**config.mk**
```make
export PLATFORM = sky130hd
export DESIGN_NAME = smp_mem_port
export DESIGN_NICKNAME = d
export VERILOG_FILES = /design/src/common/smp_pkg.sv /design/src/design/smp_mem_port.sv
export SDC_FILE = /design/constraint.sdc
export NUM_CORES = 1
export LEC_CHECK = 0
export ABC_AREA = 1
export BUFFER_PORTS_ARGS = -buffer_cell sky130_fd_sc_hd__buf_2
export CORE_UTILIZATION = 50
export CTS_BUF_LIST = sky130_fd_sc_hd__clkbuf_8
export DETAILED_ROUTE_END_ITERATION = 10
export GPL_TIMING_DRIVEN = 0
export MAX_ROUTING_LAYER = met4
export PLACE_DENSITY_LB_ADDON = 0.12
export SYNTH_ARGS = -nofsm -noshare
export SYNTH_HDL_FRONTEND = slang
export SYNTH_SLANG_ARGS = --single-unit
```
**constraint.sdc**
```tcl
create_clock -name ref_clk -period 3.88 [get_ports ref_clk]
set_clock_uncertainty 0.1 [all_clocks]
set_input_delay 0.194 -clock ref_clk [delete_from_list [all_inputs] [get_ports ref_clk]]
set_output_delay 0.194 -clock ref_clk [all_outputs]
set_load 0.02 [all_outputs]
```
**src/common/smp_pkg.sv**
```systemverilog
// shared constants and types of the synchronous memory port
package smp_pkg;

	localparam int ADDR_W    = 20;
	localparam int DATA_W    = 16;
	localparam int CS_W      = 4;
	localparam int BE_W      = 2;

	// default burst length of both memory kinds, in words
	localparam int BURST_LEN = 4;
	// read latencies in memory clock periods
	localparam int SD_CAS_LAT = 3;
	localparam int SS_RD_LAT  = 2;
	localparam int RD_PIPE_W  = 4;

	// hold handshake windows, in mem_clk_in periods
	localparam logic [2:0] FLOAT_MIN_E   = 3'h2;
	localparam logic [2:0] REDRIVE_MIN_E = 3'h2;
	localparam logic [2:0] REDRIVE_MAX_E = 3'h7;

	// precharge-all flag sits on ext_addr line 10, index 8 here
	localparam int PRE_ALL_BIT = 8;

	// reset values
	localparam logic [CS_W-1:0]   CS_IDLE   = 4'hf;
	localparam logic [BE_W-1:0]   BE_IDLE   = 2'h3;
	localparam logic [ADDR_W-1:0] ADDR_RST  = 20'h00000;
	localparam logic [DATA_W-1:0] DATA_RST  = 16'h0000;

	typedef enum logic [2:0] {
		CMD_READ  = 3'b000,
		CMD_WRITE = 3'b001,
		CMD_ROW_ACTIVATE_CMD  = 3'b010,
		CMD_PREA  = 3'b011,
		CMD_DEACT = 3'b100,
		CMD_REFRESH_CMD  = 3'b101,
		CMD_MRS   = 3'b110,
		CMD_NOP   = 3'b111
	} smp_cmd_type;

	// sdram command code, bit order {row, col, write} strobes
	localparam logic [2:0] SD_NOP   = 3'h7;
	localparam logic [2:0] SD_ROW_ACTIVATE_CMD  = 3'h3;
	localparam logic [2:0] SD_READ  = 3'h5;
	localparam logic [2:0] SD_WRITE = 3'h4;
	localparam logic [2:0] SD_PRE   = 3'h2;
	localparam logic [2:0] SD_REFRESH_CMD  = 3'h1;
	localparam logic [2:0] SD_MRS   = 3'h0;

	typedef enum logic [2:0] {
		HOLD_IDLE    = 3'b000,
		HOLD_DRAIN   = 3'b001,
		HOLD_FLOAT   = 3'b010,
		HOLD_GRANTED = 3'b011,
		HOLD_REDRIVE = 3'b100
	} smp_hold_type;

endpackage : smp_pkg

```
**src/design/smp_mem_port.sv**
```systemverilog
// synchronous memory port: burst sram, sdram commands and bus hold
// How it works
// - burst sram: one address strobe, memory counts four incrementing words
// - sdram: each access is a four-word incrementing burst on its counter
// - a new command cuts off the running burst for random or down order
// - words of every burst flow on back-to-back memory clock edges
// - sram mode: shared pins are address strobe, output enable, write
// - sdram mode: shared pins are column strobe, row strobe, write strobe
// - sdram read data is taken three memory clocks after the command
// - also issues activate, precharge all, deactivate, refresh, mode set
// - outputs change and read data is sampled on rising mem_clk_out only
// - on bus request, finish pending work before floating and granting
// - float no sooner than two input clocks after request goes low
// - grant goes low within two input clocks of floating
// - drive again two to seven input clocks after request goes high
// - grant goes high within two input clocks of driving again
// - with hold_refuse set while idle the bus is never granted
// - floated pins: selects, byte enables, data, address, three strobes
`timescale 1ns/1ps

module smp_mem_port
	import smp_pkg::*;
(
	input  wire logic               ref_clk,
	input  wire logic               rst_b,
	input  wire logic               clk_en,
	input  wire logic               mem_clk_in,
	output logic                    mem_clk_out,
	input  wire logic               req_valid,
	output logic                    req_ready,
	input  wire smp_cmd_type        req_cmd,
	input  wire logic               req_sdram,
	input  wire logic [1:0]         req_cs,
	input  wire logic [ADDR_W-1:0]  req_addr,
	input  wire logic [BE_W-1:0]    req_be_n,
	input  wire logic [DATA_W-1:0]  wr_data,
	output logic                    wr_take,
	output logic [DATA_W-1:0]       rd_data,
	output logic                    rd_valid,
	output logic [CS_W-1:0]         chip_select_n,
	output logic [BE_W-1:0]         byte_enable_n,
	output logic [ADDR_W-1:0]       ext_addr,
	output logic [DATA_W-1:0]       ext_data_out,
	input  wire logic [DATA_W-1:0]  ext_data_in,
	output logic                    ext_data_oe_n,
	output logic                    rd_strobe_pin_n,
	output logic                    oe_strobe_pin_n,
	output logic                    wr_strobe_pin_n,
	output logic                    bus_oe_n,
	input  wire logic               hold_refuse,
	input  wire logic               ext_bus_req_n,
	output logic                    ext_bus_grant_n
);

	// refused at elaboration: the pipe taps and the two-bit beat count
	if (SD_CAS_LAT > RD_PIPE_W || SS_RD_LAT > RD_PIPE_W ||
	    SD_CAS_LAT < 1 || SS_RD_LAT < 1 || RD_PIPE_W < 2 ||
	    BURST_LEN < 1 || BURST_LEN > 4) begin : g_bad_cfg
		$error("read latency or burst length does not fit the logic");
	end

	////////////////////////////////////////////////////////////////////
	// pin synchronisers and memory clock edge

	logic                mck_s1_ff, mck_s2_ff, mck_out_ff;
	logic                breq_s1_ff, breq_s2_ff;
	logic [DATA_W-1:0]   din_s1_ff, din_s2_ff;

	always_ff @(posedge ref_clk) begin
		if (!rst_b) begin
			mck_s1_ff  <= 1'b0;
			mck_s2_ff  <= 1'b0;
			mck_out_ff <= 1'b0;
			breq_s1_ff <= 1'b1;
			breq_s2_ff <= 1'b1;
			din_s1_ff  <= DATA_RST;
			din_s2_ff  <= DATA_RST;
		end else if (clk_en) begin
			mck_s1_ff  <= mem_clk_in;
			mck_s2_ff  <= mck_s1_ff;
			mck_out_ff <= mck_s2_ff;
			breq_s1_ff <= ext_bus_req_n;
			breq_s2_ff <= breq_s1_ff;
			din_s1_ff  <= ext_data_in;
			din_s2_ff  <= din_s1_ff;
		end
	end

	// every pin update rides on this, the cycle mem_clk_out rises
	wire mem_rise = clk_en & mck_s2_ff & ~mck_out_ff;

	////////////////////////////////////////////////////////////////////
	// request holding slot

	logic                pend_ff, p_sd_ff, req_ready_ff;
	smp_cmd_type         p_cmd_ff;
	logic [1:0]          p_cs_ff;
	logic [ADDR_W-1:0]   p_addr_ff;
	logic [BE_W-1:0]     p_be_ff;
	smp_hold_type        hold_ff, nxt_hold;

	wire take_req  = req_valid & req_ready_ff;
	wire driving   = (hold_ff == HOLD_IDLE) | (hold_ff == HOLD_DRAIN);
	wire issue     = mem_rise & pend_ff & driving;
	wire nxt_pend  = take_req | (pend_ff & ~issue);
	wire p_rw      = (p_cmd_ff == CMD_READ) | (p_cmd_ff == CMD_WRITE);
	// sram has no command set, so only reads and writes start a cycle
	wire p_valid   = p_sd_ff | p_rw;
	wire nxt_ready = ~nxt_pend & (nxt_hold == HOLD_IDLE);

	always_ff @(posedge ref_clk) begin
		if (!rst_b) begin
			pend_ff      <= 1'b0;
			req_ready_ff <= 1'b0;
		end else if (clk_en) begin
			pend_ff      <= nxt_pend;
			req_ready_ff <= nxt_ready;
		end
	end

	always_ff @(posedge ref_clk) begin
		if (!rst_b) begin
			p_cmd_ff  <= CMD_NOP;
			p_sd_ff   <= 1'b0;
			p_cs_ff   <= 2'h0;
			p_addr_ff <= ADDR_RST;
			p_be_ff   <= BE_IDLE;
		end else if (clk_en && take_req) begin
			p_cmd_ff  <= req_cmd;
			p_sd_ff   <= req_sdram;
			p_cs_ff   <= req_cs;
			p_addr_ff <= req_addr;
			p_be_ff   <= req_be_n;
		end
	end

	////////////////////////////////////////////////////////////////////
	// burst sequencing on the memory's own counter

	logic                burst_ff, bwr_ff, bsd_ff;
	logic [1:0]          beat_ff;
	logic [RD_PIPE_W-1:0] rd_pipe_ff;

	localparam logic [1:0] LAST_BEAT = 2'(BURST_LEN - 1);

	// a new command at any beat replaces the burst in flight
	wire issue_rw = issue & p_valid & p_rw;
	wire cont     = burst_ff & (beat_ff != LAST_BEAT) & ~issue;
	wire wr_now   = (issue_rw & (p_cmd_ff == CMD_WRITE)) | (cont & bwr_ff);
	wire rd_now   = (issue_rw & (p_cmd_ff == CMD_READ)) | (cont & ~bwr_ff);
	wire rd_tap   = bsd_ff ? rd_pipe_ff[SD_CAS_LAT-1]
	                       : rd_pipe_ff[SS_RD_LAT-1];
	wire busy     = pend_ff | burst_ff | (|rd_pipe_ff);

	always_ff @(posedge ref_clk) begin
		if (!rst_b) begin
			burst_ff   <= 1'b0;
			bwr_ff     <= 1'b0;
			bsd_ff     <= 1'b0;
			beat_ff    <= 2'h0;
			rd_pipe_ff <= '0;
		end else if (mem_rise) begin
			burst_ff   <= issue ? issue_rw : cont;
			beat_ff    <= issue ? 2'h0 : beat_ff + 2'h1;
			bwr_ff     <= issue ? (p_cmd_ff == CMD_WRITE) : bwr_ff;
			bsd_ff     <= issue ? p_sd_ff : bsd_ff;
			rd_pipe_ff <= {rd_pipe_ff[RD_PIPE_W-2:0], rd_now};
		end
	end

	////////////////////////////////////////////////////////////////////
	// user side data strobes

	logic                rd_valid_ff, wr_take_ff;
	logic [DATA_W-1:0]   rd_data_ff;

	always_ff @(posedge ref_clk) begin
		if (!rst_b) begin
			rd_valid_ff <= 1'b0;
			wr_take_ff  <= 1'b0;
			rd_data_ff  <= DATA_RST;
		end else if (clk_en) begin
			rd_valid_ff <= mem_rise & rd_tap;
			wr_take_ff  <= mem_rise & wr_now;
			if (mem_rise && rd_tap)
				rd_data_ff <= din_s2_ff;
		end
	end

	////////////////////////////////////////////////////////////////////
	// pin decode

	logic [CS_W-1:0]     cs_ff, nxt_cs;
	logic [BE_W-1:0]     be_ff, nxt_be;
	logic [ADDR_W-1:0]   addr_ff, nxt_addr;
	logic [DATA_W-1:0]   dout_ff, nxt_dout;
	logic                doe_n_ff, nxt_doe_n;
	logic                rdp_ff, oep_ff, wrp_ff;
	logic                nxt_rdp, nxt_oep, nxt_wrp;
	logic [2:0]          sd_code;

	// float only moves on memory edges, so the data enable can carry it
	wire                 nxt_float = (nxt_hold == HOLD_FLOAT) |
	                                 (nxt_hold == HOLD_GRANTED) |
	                                 (nxt_hold == HOLD_REDRIVE);

	always_comb begin
		case (p_cmd_ff)
			CMD_READ:  sd_code = SD_READ;
			CMD_WRITE: sd_code = SD_WRITE;
			CMD_ROW_ACTIVATE_CMD:  sd_code = SD_ROW_ACTIVATE_CMD;
			CMD_PREA:  sd_code = SD_PRE;
			CMD_DEACT: sd_code = SD_PRE;
			CMD_REFRESH_CMD:  sd_code = SD_REFRESH_CMD;
			CMD_MRS:   sd_code = SD_MRS;
			default:   sd_code = SD_NOP;
		endcase
	end

	always_comb begin
		nxt_cs    = CS_IDLE;
		nxt_be    = be_ff;
		nxt_addr  = addr_ff;
		nxt_dout  = dout_ff;
		nxt_doe_n = 1'b1;
		nxt_rdp   = 1'b1;
		nxt_oep   = 1'b1;
		nxt_wrp   = 1'b1;
		if (issue && p_valid) begin
			nxt_cs   = ~(CS_W'(1) << p_cs_ff);
			nxt_be   = p_be_ff;
			nxt_addr = p_addr_ff;
			if (p_cmd_ff == CMD_PREA)
				nxt_addr[PRE_ALL_BIT] = 1'b1;
			if (p_cmd_ff == CMD_DEACT)
				nxt_addr[PRE_ALL_BIT] = 1'b0;
			if (p_sd_ff) begin
				{nxt_oep, nxt_rdp, nxt_wrp} = sd_code;
			end else begin
				nxt_rdp = 1'b0;
				nxt_oep = (p_cmd_ff != CMD_READ);
				nxt_wrp = (p_cmd_ff != CMD_WRITE);
			end
		end else if (cont) begin
			nxt_cs = cs_ff;
			// sdram sees nop; sram keeps its enables for the next word
			if (!bsd_ff) begin
				nxt_oep = bwr_ff;
				nxt_wrp = ~bwr_ff;
			end
		end
		if (wr_now) begin
			nxt_dout  = wr_data;
			nxt_doe_n = 1'b0;
		end
	end

	always_ff @(posedge ref_clk) begin
		if (!rst_b) begin
			cs_ff    <= CS_IDLE;
			be_ff    <= BE_IDLE;
			addr_ff  <= ADDR_RST;
			dout_ff  <= DATA_RST;
			doe_n_ff <= 1'b1;
			rdp_ff   <= 1'b1;
			oep_ff   <= 1'b1;
			wrp_ff   <= 1'b1;
		end else if (mem_rise) begin
			cs_ff    <= nxt_cs;
			be_ff    <= nxt_be;
			addr_ff  <= nxt_addr;
			dout_ff  <= nxt_dout;
			doe_n_ff <= nxt_doe_n | nxt_float;
			rdp_ff   <= nxt_rdp;
			oep_ff   <= nxt_oep;
			wrp_ff   <= nxt_wrp;
		end
	end

	////////////////////////////////////////////////////////////////////
	// bus hold handshake, counted in memory clock edges

	logic [2:0]          ecnt_ff;
	logic                float_ff, grant_n_ff;

	wire req_low  = ~breq_s2_ff;
	wire cnt_ok   = (ecnt_ff >= FLOAT_MIN_E - 3'h1);
	wire back_ok  = (ecnt_ff >= REDRIVE_MIN_E - 3'h1);

	always_comb begin
		nxt_hold = hold_ff;
		case (hold_ff)
			HOLD_IDLE:
				if (req_low && !hold_refuse)
					nxt_hold = HOLD_DRAIN;
			HOLD_DRAIN:
				if (!req_low)
					nxt_hold = HOLD_IDLE;
				else if (mem_rise && cnt_ok && !busy)
					nxt_hold = HOLD_FLOAT;
			HOLD_FLOAT:
				if (mem_rise)
					nxt_hold = HOLD_GRANTED;
			HOLD_GRANTED:
				if (mem_rise && !req_low && back_ok)
					nxt_hold = HOLD_REDRIVE;
			HOLD_REDRIVE:
				if (mem_rise)
					nxt_hold = HOLD_IDLE;
			default:
				nxt_hold = HOLD_IDLE;
		endcase
	end

	// counter restarts on each state change and while request is low in granted
	always_ff @(posedge ref_clk) begin
		if (!rst_b) begin
			hold_ff    <= HOLD_IDLE;
			ecnt_ff    <= 3'h0;
			float_ff   <= 1'b0;
			grant_n_ff <= 1'b1;
		end else if (clk_en) begin
			hold_ff    <= nxt_hold;
			if (nxt_hold != hold_ff ||
			    (hold_ff == HOLD_GRANTED && req_low))
				ecnt_ff <= 3'h0;
			else if (mem_rise && ecnt_ff != 3'h7)
				ecnt_ff <= ecnt_ff + 3'h1;
			float_ff   <= nxt_float;
			grant_n_ff <= ~((nxt_hold == HOLD_GRANTED) |
			                (nxt_hold == HOLD_REDRIVE));
		end
	end

	assign mem_clk_out     = mck_out_ff;
	assign req_ready       = req_ready_ff;
	assign wr_take         = wr_take_ff;
	assign rd_data         = rd_data_ff;
	assign rd_valid        = rd_valid_ff;
	assign chip_select_n   = cs_ff;
	assign byte_enable_n   = be_ff;
	assign ext_addr        = addr_ff;
	assign ext_data_out    = dout_ff;
	assign ext_data_oe_n   = doe_n_ff;
	assign rd_strobe_pin_n = rdp_ff;
	assign oe_strobe_pin_n = oep_ff;
	assign wr_strobe_pin_n = wrp_ff;
	assign bus_oe_n        = float_ff;
	assign ext_bus_grant_n = grant_n_ff;
endmodule : smp_mem_port

```
# Word-level counts from Yosys, hierarchy flattened
# Index checks and enable logic that the tools add are counted.
# totals
ff_bits	148
latchBits	0
ram_bits	0
rom_bits	0
output_inout_bits	68
wordCells	146
memories	0
# classes
addsub	2
n_mul	0
n_div	0
n_lt_le_gt_ge	1
n_eq_ne	18
shifts	1
mux	28
n_bitwise	36
reduce_logical	26
# op_table
operator	count
two-way mux 3 bit	8
== test 3 x 2 -> 1 bit (second input constant)	6
case mux 3 bit (6 select lines)	1
bitwise AND 1 bit	17
== test 3 bit (second input constant)	5
two-way mux 1 bit	15
case mux 3 bit (5 select lines)	1
bitwise OR 1 bit	12
AND reduction 2 bit	6
logical AND 1 bit	10
logical NOT 3 bit	3
two-way mux 4 bit	2
== test 3 x 1 -> 1 bit (second input constant)	2
inverter 1 bit	6
inverter 4 bit	1
OR reduction 4 bit	1
<< shifter 1 x 2 -> 4 bit (first input constant)	1
adder 3 x 1 -> 3 bit (second input constant)	1
greater-or-equal comparator 3 x 1 -> 1 bit (second input constant)	1
inequality test 3 x 1 -> 1 bit (second input constant)	1
inequality test 3 bit	1
inequality test 3 bit (second input constant)	1
nonzero test 3 bit	1
adder 2 x 1 -> 2 bit (second input constant)	1
7 further kinds	8

# Logic depth before layout (Yosys ltp)
# depth
word_depth	11
mapped_depth	15
depth_no_buf	15

# Worst setup path after synthesis
# No wires, ideal clock.
# synth_timing
path_kind	register to register
start	register mck_out_ff (netlist: mem_clk_out)
end	register ecnt_ff[1]
setup_ns	0.115
arrival_ns	1.461
path_slack_ns	2.204
path_stages_with_launch	10
n_path_buf	0
period_less_slack_ns	1.676
cell_sequence	dfxtp_1 inv_1 nand3_2 nor2_1 nor2_1 nand4_1 nand2_1 nand3_2 a21oi_1 nor2_1
# synth_between
elab_chain_cells	11
word_cells_on_any_way	18
classes_between	1 x eq/ne; 7 x mux; 2 x bitwise; 8 x reduce/logical
# synth_lines
element	line	source
from (decl)	smp_mem_port.sv:65	logic mck_s1_ff, mck_s2_ff, mck_out_ff;
from (signal assigned)	smp_mem_port.sv:81	mck_out_ff <= mck_s2_ff;
inverter 1 bit (*)	smp_mem_port.sv:90	wire mem_rise = clk_en & mck_s2_ff & ~mck_out_ff;
bitwise AND 1 bit (*)	smp_mem_port.sv:90	
logical AND 1 bit (2 in a row)	smp_mem_port.sv:299	else if (mem_rise && cnt_ok && !busy)
two-way mux 3 bit	smp_mem_port.sv:299	
two-way mux 3 bit	smp_mem_port.sv:297	if (!req_low)
case mux 3 bit (5 select lines)	smp_mem_port.sv:292	case (hold_ff)
inequality test 3 bit	smp_mem_port.sv:324	if (nxt_hold != hold_ff ||
logical OR 1 bit	smp_mem_port.sv:324	
nonzero test 2 bit (no line)	--	
AND reduction 2 bit (no line)	--	
to (signal assigned)	smp_mem_port.sv:328	ecnt_ff <= ecnt_ff + 3'h1;
to (decl)	smp_mem_port.sv:283	logic [2:0] ecnt_ff;
# Mark *: on every way between the ends. The rest lies on a longest branch, timed or not.
# A chain may end at the register's enable or synchronous reset.

# Final worst setup path
# layout_timing
start	register pend_ff
end	register addr_ff[5] (netlist: ext_addr[5])
# layout_between
elab_chain_cells	4
# layout_lines
element	line	source
from (decl)	smp_mem_port.sv:95	logic pend_ff, p_sd_ff, req_ready_ff;
from (signal assigned)	smp_mem_port.sv:116	pend_ff <= nxt_pend;
bitwise AND 1 bit (2 in a row)	smp_mem_port.sv:104	wire issue = mem_rise & pend_ff & driving;
logical AND 1 bit	smp_mem_port.sv:229	if (issue && p_valid) begin
AND reduction 2 bit (no line)	--	
to (signal assigned)	smp_mem_port.sv:271	addr_ff <= nxt_addr;
to (decl)	smp_mem_port.sv:195	logic [ADDR_W-1:0] addr_ff, nxt_addr;
# No other way between the ends.

==> flow_metrics.env <==
export IMPL_run_status="completed"
export IMPL_wl_met3_microns=701
export IMPL_effective_utilization_at_floorplan=0.514
export IMPL_synth_edff_count=0
export IMPL_area_sequential_sq_um=2960
export IMPL_drc=0
export IMPL_final_cell_count_no_fill=1095
export IMPL_drt_total_wl_mm=14.8
export IMPL_chipHeight_microns=108
export IMPL_final_min_clock_period_ns=1.91
export IMPL_hold_viol=0
export IMPL_tightest_slew_ns=0.598
export IMPL_final_min_period_over_clock_period=0.493
export IMPL_vdd_ir_drop_worst_uv=335
export IMPL_grt_max_degree=17
export IMPL_cts_buffers_inserted=17
export IMPL_path_cells="inv_1, nor3_2, nand2_2, inv_2, o21ai_2, inv_1, buf_4, nor2_1, nor2_1"
export IMPL_cts_max_level=4
export IMPL_max_freq_mhz=523
export IMPL_post_synth_top_area_cell="sky130_fd_sc_hd__dfxtp_1"
export IMPL_syn_inst=726
export IMPL_grt_first_pass_wirelength_mm=24.5
export IMPL_timing_setup_tns_ns=0
export IMPL_grt_antenna_before_repair=0
export IMPL_via_count=5477
export IMPL_share_of_flip_flops_with_an_asynchronous_set_or_reset=0
export IMPL_hold_ws_ns=0.147
export IMPL_worstPathBufferInverterCount=4
export IMPL_drive_gt1_frac=0.204
export IMPL_arrival_ns=2.20
export IMPL_clockBufferDepth=2
export IMPL_drt_first_iter_violations=256
export IMPL_die_area_sq_um=11600
export IMPL_filler_cell_count=952
export IMPL_finish_net_count=1013
export IMPL_area_growth_syn_to_layout_pct=34.0
export IMPL_worst_path_class_setup="flip-flop to flip-flop"
export IMPL_clk_latency_ns=0.46
export IMPL_place_detailed_instances=999
export IMPL_setup_viol_count_final=0
export IMPL_cts_setup_buffers=0
export IMPL_detail_route_first_pass_iterations=4
export IMPL_detail_route_vias_per_cell=5.00
export IMPL_post_route_total_power_mw=3.08
export IMPL_mappedNetlistNets=797
export IMPL_core_utilization_of_the_finished_layout=0.688
export IMPL_critPathMaxStageDelay_ns=0.37
export IMPL_share_of_the_synthesized_area_in_the_top_cell_type=0.532
export IMPL_gr_usage_all_layers=0.280
export IMPL_synthesis_area_sq_um=5570
export IMPL_cts_tree="done"
export IMPL_synthFlopType="sky130_fd_sc_hd__dfxtp_1"
export IMPL_placement_io_buffers=133
export IMPL_ys_warn_count=0
export IMPL_antenna_cells=0
export IMPL_vias_in_the_first_global_route=5379
export IMPL_cp_required_ns=4.17
export IMPL_globalRoute_totalOverflow=0
export IMPL_final_antenna_net_count=0
export IMPL_top_layer="met4"
export IMPL_dp_final_hpwl_mm=9.76
export IMPL_route_layer_met1_wl_mm=6.60
export IMPL_crit_fanout=10
export IMPL_yosys_register_bits=148
export IMPL_worst_setup_hold_path_clk_slew_ns=0.08
export IMPL_worst_setup_path_end_kind="flip-flop"
export IMPL_fin_area_sq_um=7460
export IMPL_seq_area_frac_synth=0.532
export IMPL_syn_area_per_cell_sq_um=7.67
export IMPL_timing_final_ws_setup_ns=1.97
export IMPL_tritoncts_num_sinks=148
export IMPL_yosysUniqueCellTypes=34
export IMPL_die_width_microns=108
export IMPL_gp_routability_congestion=0.833
export IMPL_cp_slowest_cell="sky130_fd_sc_hd__dfxtp_1"
export IMPL_power_density_nw_per_um2=413
export IMPL_coreArea_sq_um=10800
export IMPL_timing_hold_worst_class="primary input to flip-flop"
export IMPL_wl_met2_mm=7.18
export IMPL_rsz0062_at_grt="false"
export IMPL_maxSlewHeadroom=0.601
export IMPL_ys_top_cells_by_area="sky130_fd_sc_hd__dfxtp_1 53%, sky130_fd_sc_hd__nor2_1 13%, sky130_fd_sc_hd__o21ai_0 9.5%"
export IMPL_max_cap_viol_count=0
export IMPL_dpl_cell_area_sq_um=6410
export IMPL_dpl_worst_slack_ns=2.03
export IMPL_clock_tree_root_cell="sky130_fd_sc_hd__clkbuf_8"
export IMPL_finalMaxSlewViolations=0
export IMPL_core_rowCount=38
export IMPL_crit_family="buffers and inverters"
export IMPL_average_detailed_routed_wire_length_per_instance_microns=13.5
export IMPL_multi_input_gate_area_in_the_final_layout_sq_um=2280
export IMPL_startpoint_type="flip-flop"
export IMPL_total_leakage_power_nw=3.37
export IMPL_ioPinCount=135
==> synth_stat cells, types with 3 or more instances <==
master,n
sky130_fd_sc_hd__a21oi_1,44
sky130_fd_sc_hd__buf_2,6
sky130_fd_sc_hd__buf_4,3
sky130_fd_sc_hd__clkbuf_1,29
sky130_fd_sc_hd__dfxtp_1,148
sky130_fd_sc_hd__ha_1,4
sky130_fd_sc_hd__inv_1,31
sky130_fd_sc_hd__inv_2,4
sky130_fd_sc_hd__nand2_1,95
sky130_fd_sc_hd__nand2_2,3
sky130_fd_sc_hd__nand3_1,22
sky130_fd_sc_hd__nand3_2,3
sky130_fd_sc_hd__nand4_1,4
sky130_fd_sc_hd__nor2_1,194
sky130_fd_sc_hd__nor3_1,3
sky130_fd_sc_hd__o21ai_0,106
sky130_fd_sc_hd__o32ai_1,3
==> routing by layer <==
metal  global-route usage  vias up
met5                    -        -
met4                0.104        0
met3               0.0678       28
met2                0.478      166
met1                0.318     2500
li1                     -     2783
==> cell usage in the layout (no fill, tap or decap), types with 25 or more instances in the layout <==
| cell | synthesis | routed |
|---|---|---|
| sky130_fd_sc_hd__o21ai_0 | 106 | 106 |
| sky130_fd_sc_hd__inv_1 | 31 | 32 |
| sky130_fd_sc_hd__nor2_1 | 194 | 194 |
| sky130_fd_sc_hd__buf_2 | 6 | 139 |
| sky130_fd_sc_hd__dlygate4sd3_1 | 0 | 64 |
| sky130_fd_sc_hd__clkbuf_1 | 29 | 29 |
| sky130_fd_sc_hd__dfxtp_1 | 148 | 148 |
| sky130_fd_sc_hd__clkbuf_8 | 0 | 25 |
| sky130_fd_sc_hd__nand2_1 | 95 | 95 |
| sky130_fd_sc_hd__a21oi_1 | 44 | 44 |
==> layout make-up <==
cell class	count	share of cell area
multi-input cells	501	0.306
flip-flops and latches	148	0.397
well taps	140	0.0235
repair buffers	197	0.175
inverters	37	0.0189
clock inverters	7	0.00922
clock buffers	25	0.0461
plain buffers	40	0.0246
==> cell families after synthesis <==
logic type,after synthesis,share of synthesized area
AND/OR/NAND/NOR,332,0.245
AO/OA/AOI/OAI,165,0.156
flip-flops,148,0.532
buffers and inverters,77,0.0584
adder cells (fa/ha/maj),4,0.00899
==> sequential cells by signal (all words and copies together) (netlist names), 2 cells and up <==
| signal | cells |
|---|---|
| din_s2_ff | 16 |
| beat_ff | 2 |
| ext_data_out | 16 |
| byte_enable_n | 2 |
| hold_ff | 3 |
| p_cmd_ff | 3 |
| ext_addr | 20 |
| ecnt_ff | 3 |
| p_addr_ff | 20 |
| chip_select_n | 4 |
| rd_data | 16 |
| din_s1_ff | 16 |
| p_be_ff | 2 |
| rd_pipe_ff | 4 |
| p_cs_ff | 2 |
==> worst min-delay path: stages <==
cell and delay [ns]:
sky130_fd_sc_hd__buf_2 0.16, sky130_fd_sc_hd__inv_1 0.20, sky130_fd_sc_hd__a21oi_1 0.06, sky130_fd_sc_hd__o21ai_0 0.06
==> path summary, 6_finish.rpt <==
path                                 from                            end  slack (ns)  cells after the start
setup / recovery     pend_ff$_SDFFE_PN0P_       ext_addr[5]$_SDFFE_PN0P_        1.97                      9
hold / removal                      rst_b   wr_strobe_pin_n$_SDFFE_PN1P_        0.15                      4
setup reg to reg     pend_ff$_SDFFE_PN0P_       ext_addr[5]$_SDFFE_PN0P_        1.97                      9
hold reg to reg   p_be_ff[1]$_SDFFE_PN1P_  byte_enable_n[1]$_SDFFE_PN1P_        0.36                      2
==> power breakdown <==
group | switching, mW | internal (mW) | leakage [nW] | total (mW)
Combinational | 0.157 | 0.128 | 1.95 | 0.285
Clock | 0.559 | 0.642 | 0.215 | 1.20
Sequential | 0.0297 | 1.57 | 1.21 | 1.60
==> timing repair <==
action | 4_1_cts | 5_1_grt
hold buffers | 64 | 0
gates resized for setup | 0 | 0
endpoints found under the hold margin | 64 | 0
No activity file was read; power rests on OpenSTA's default activity.
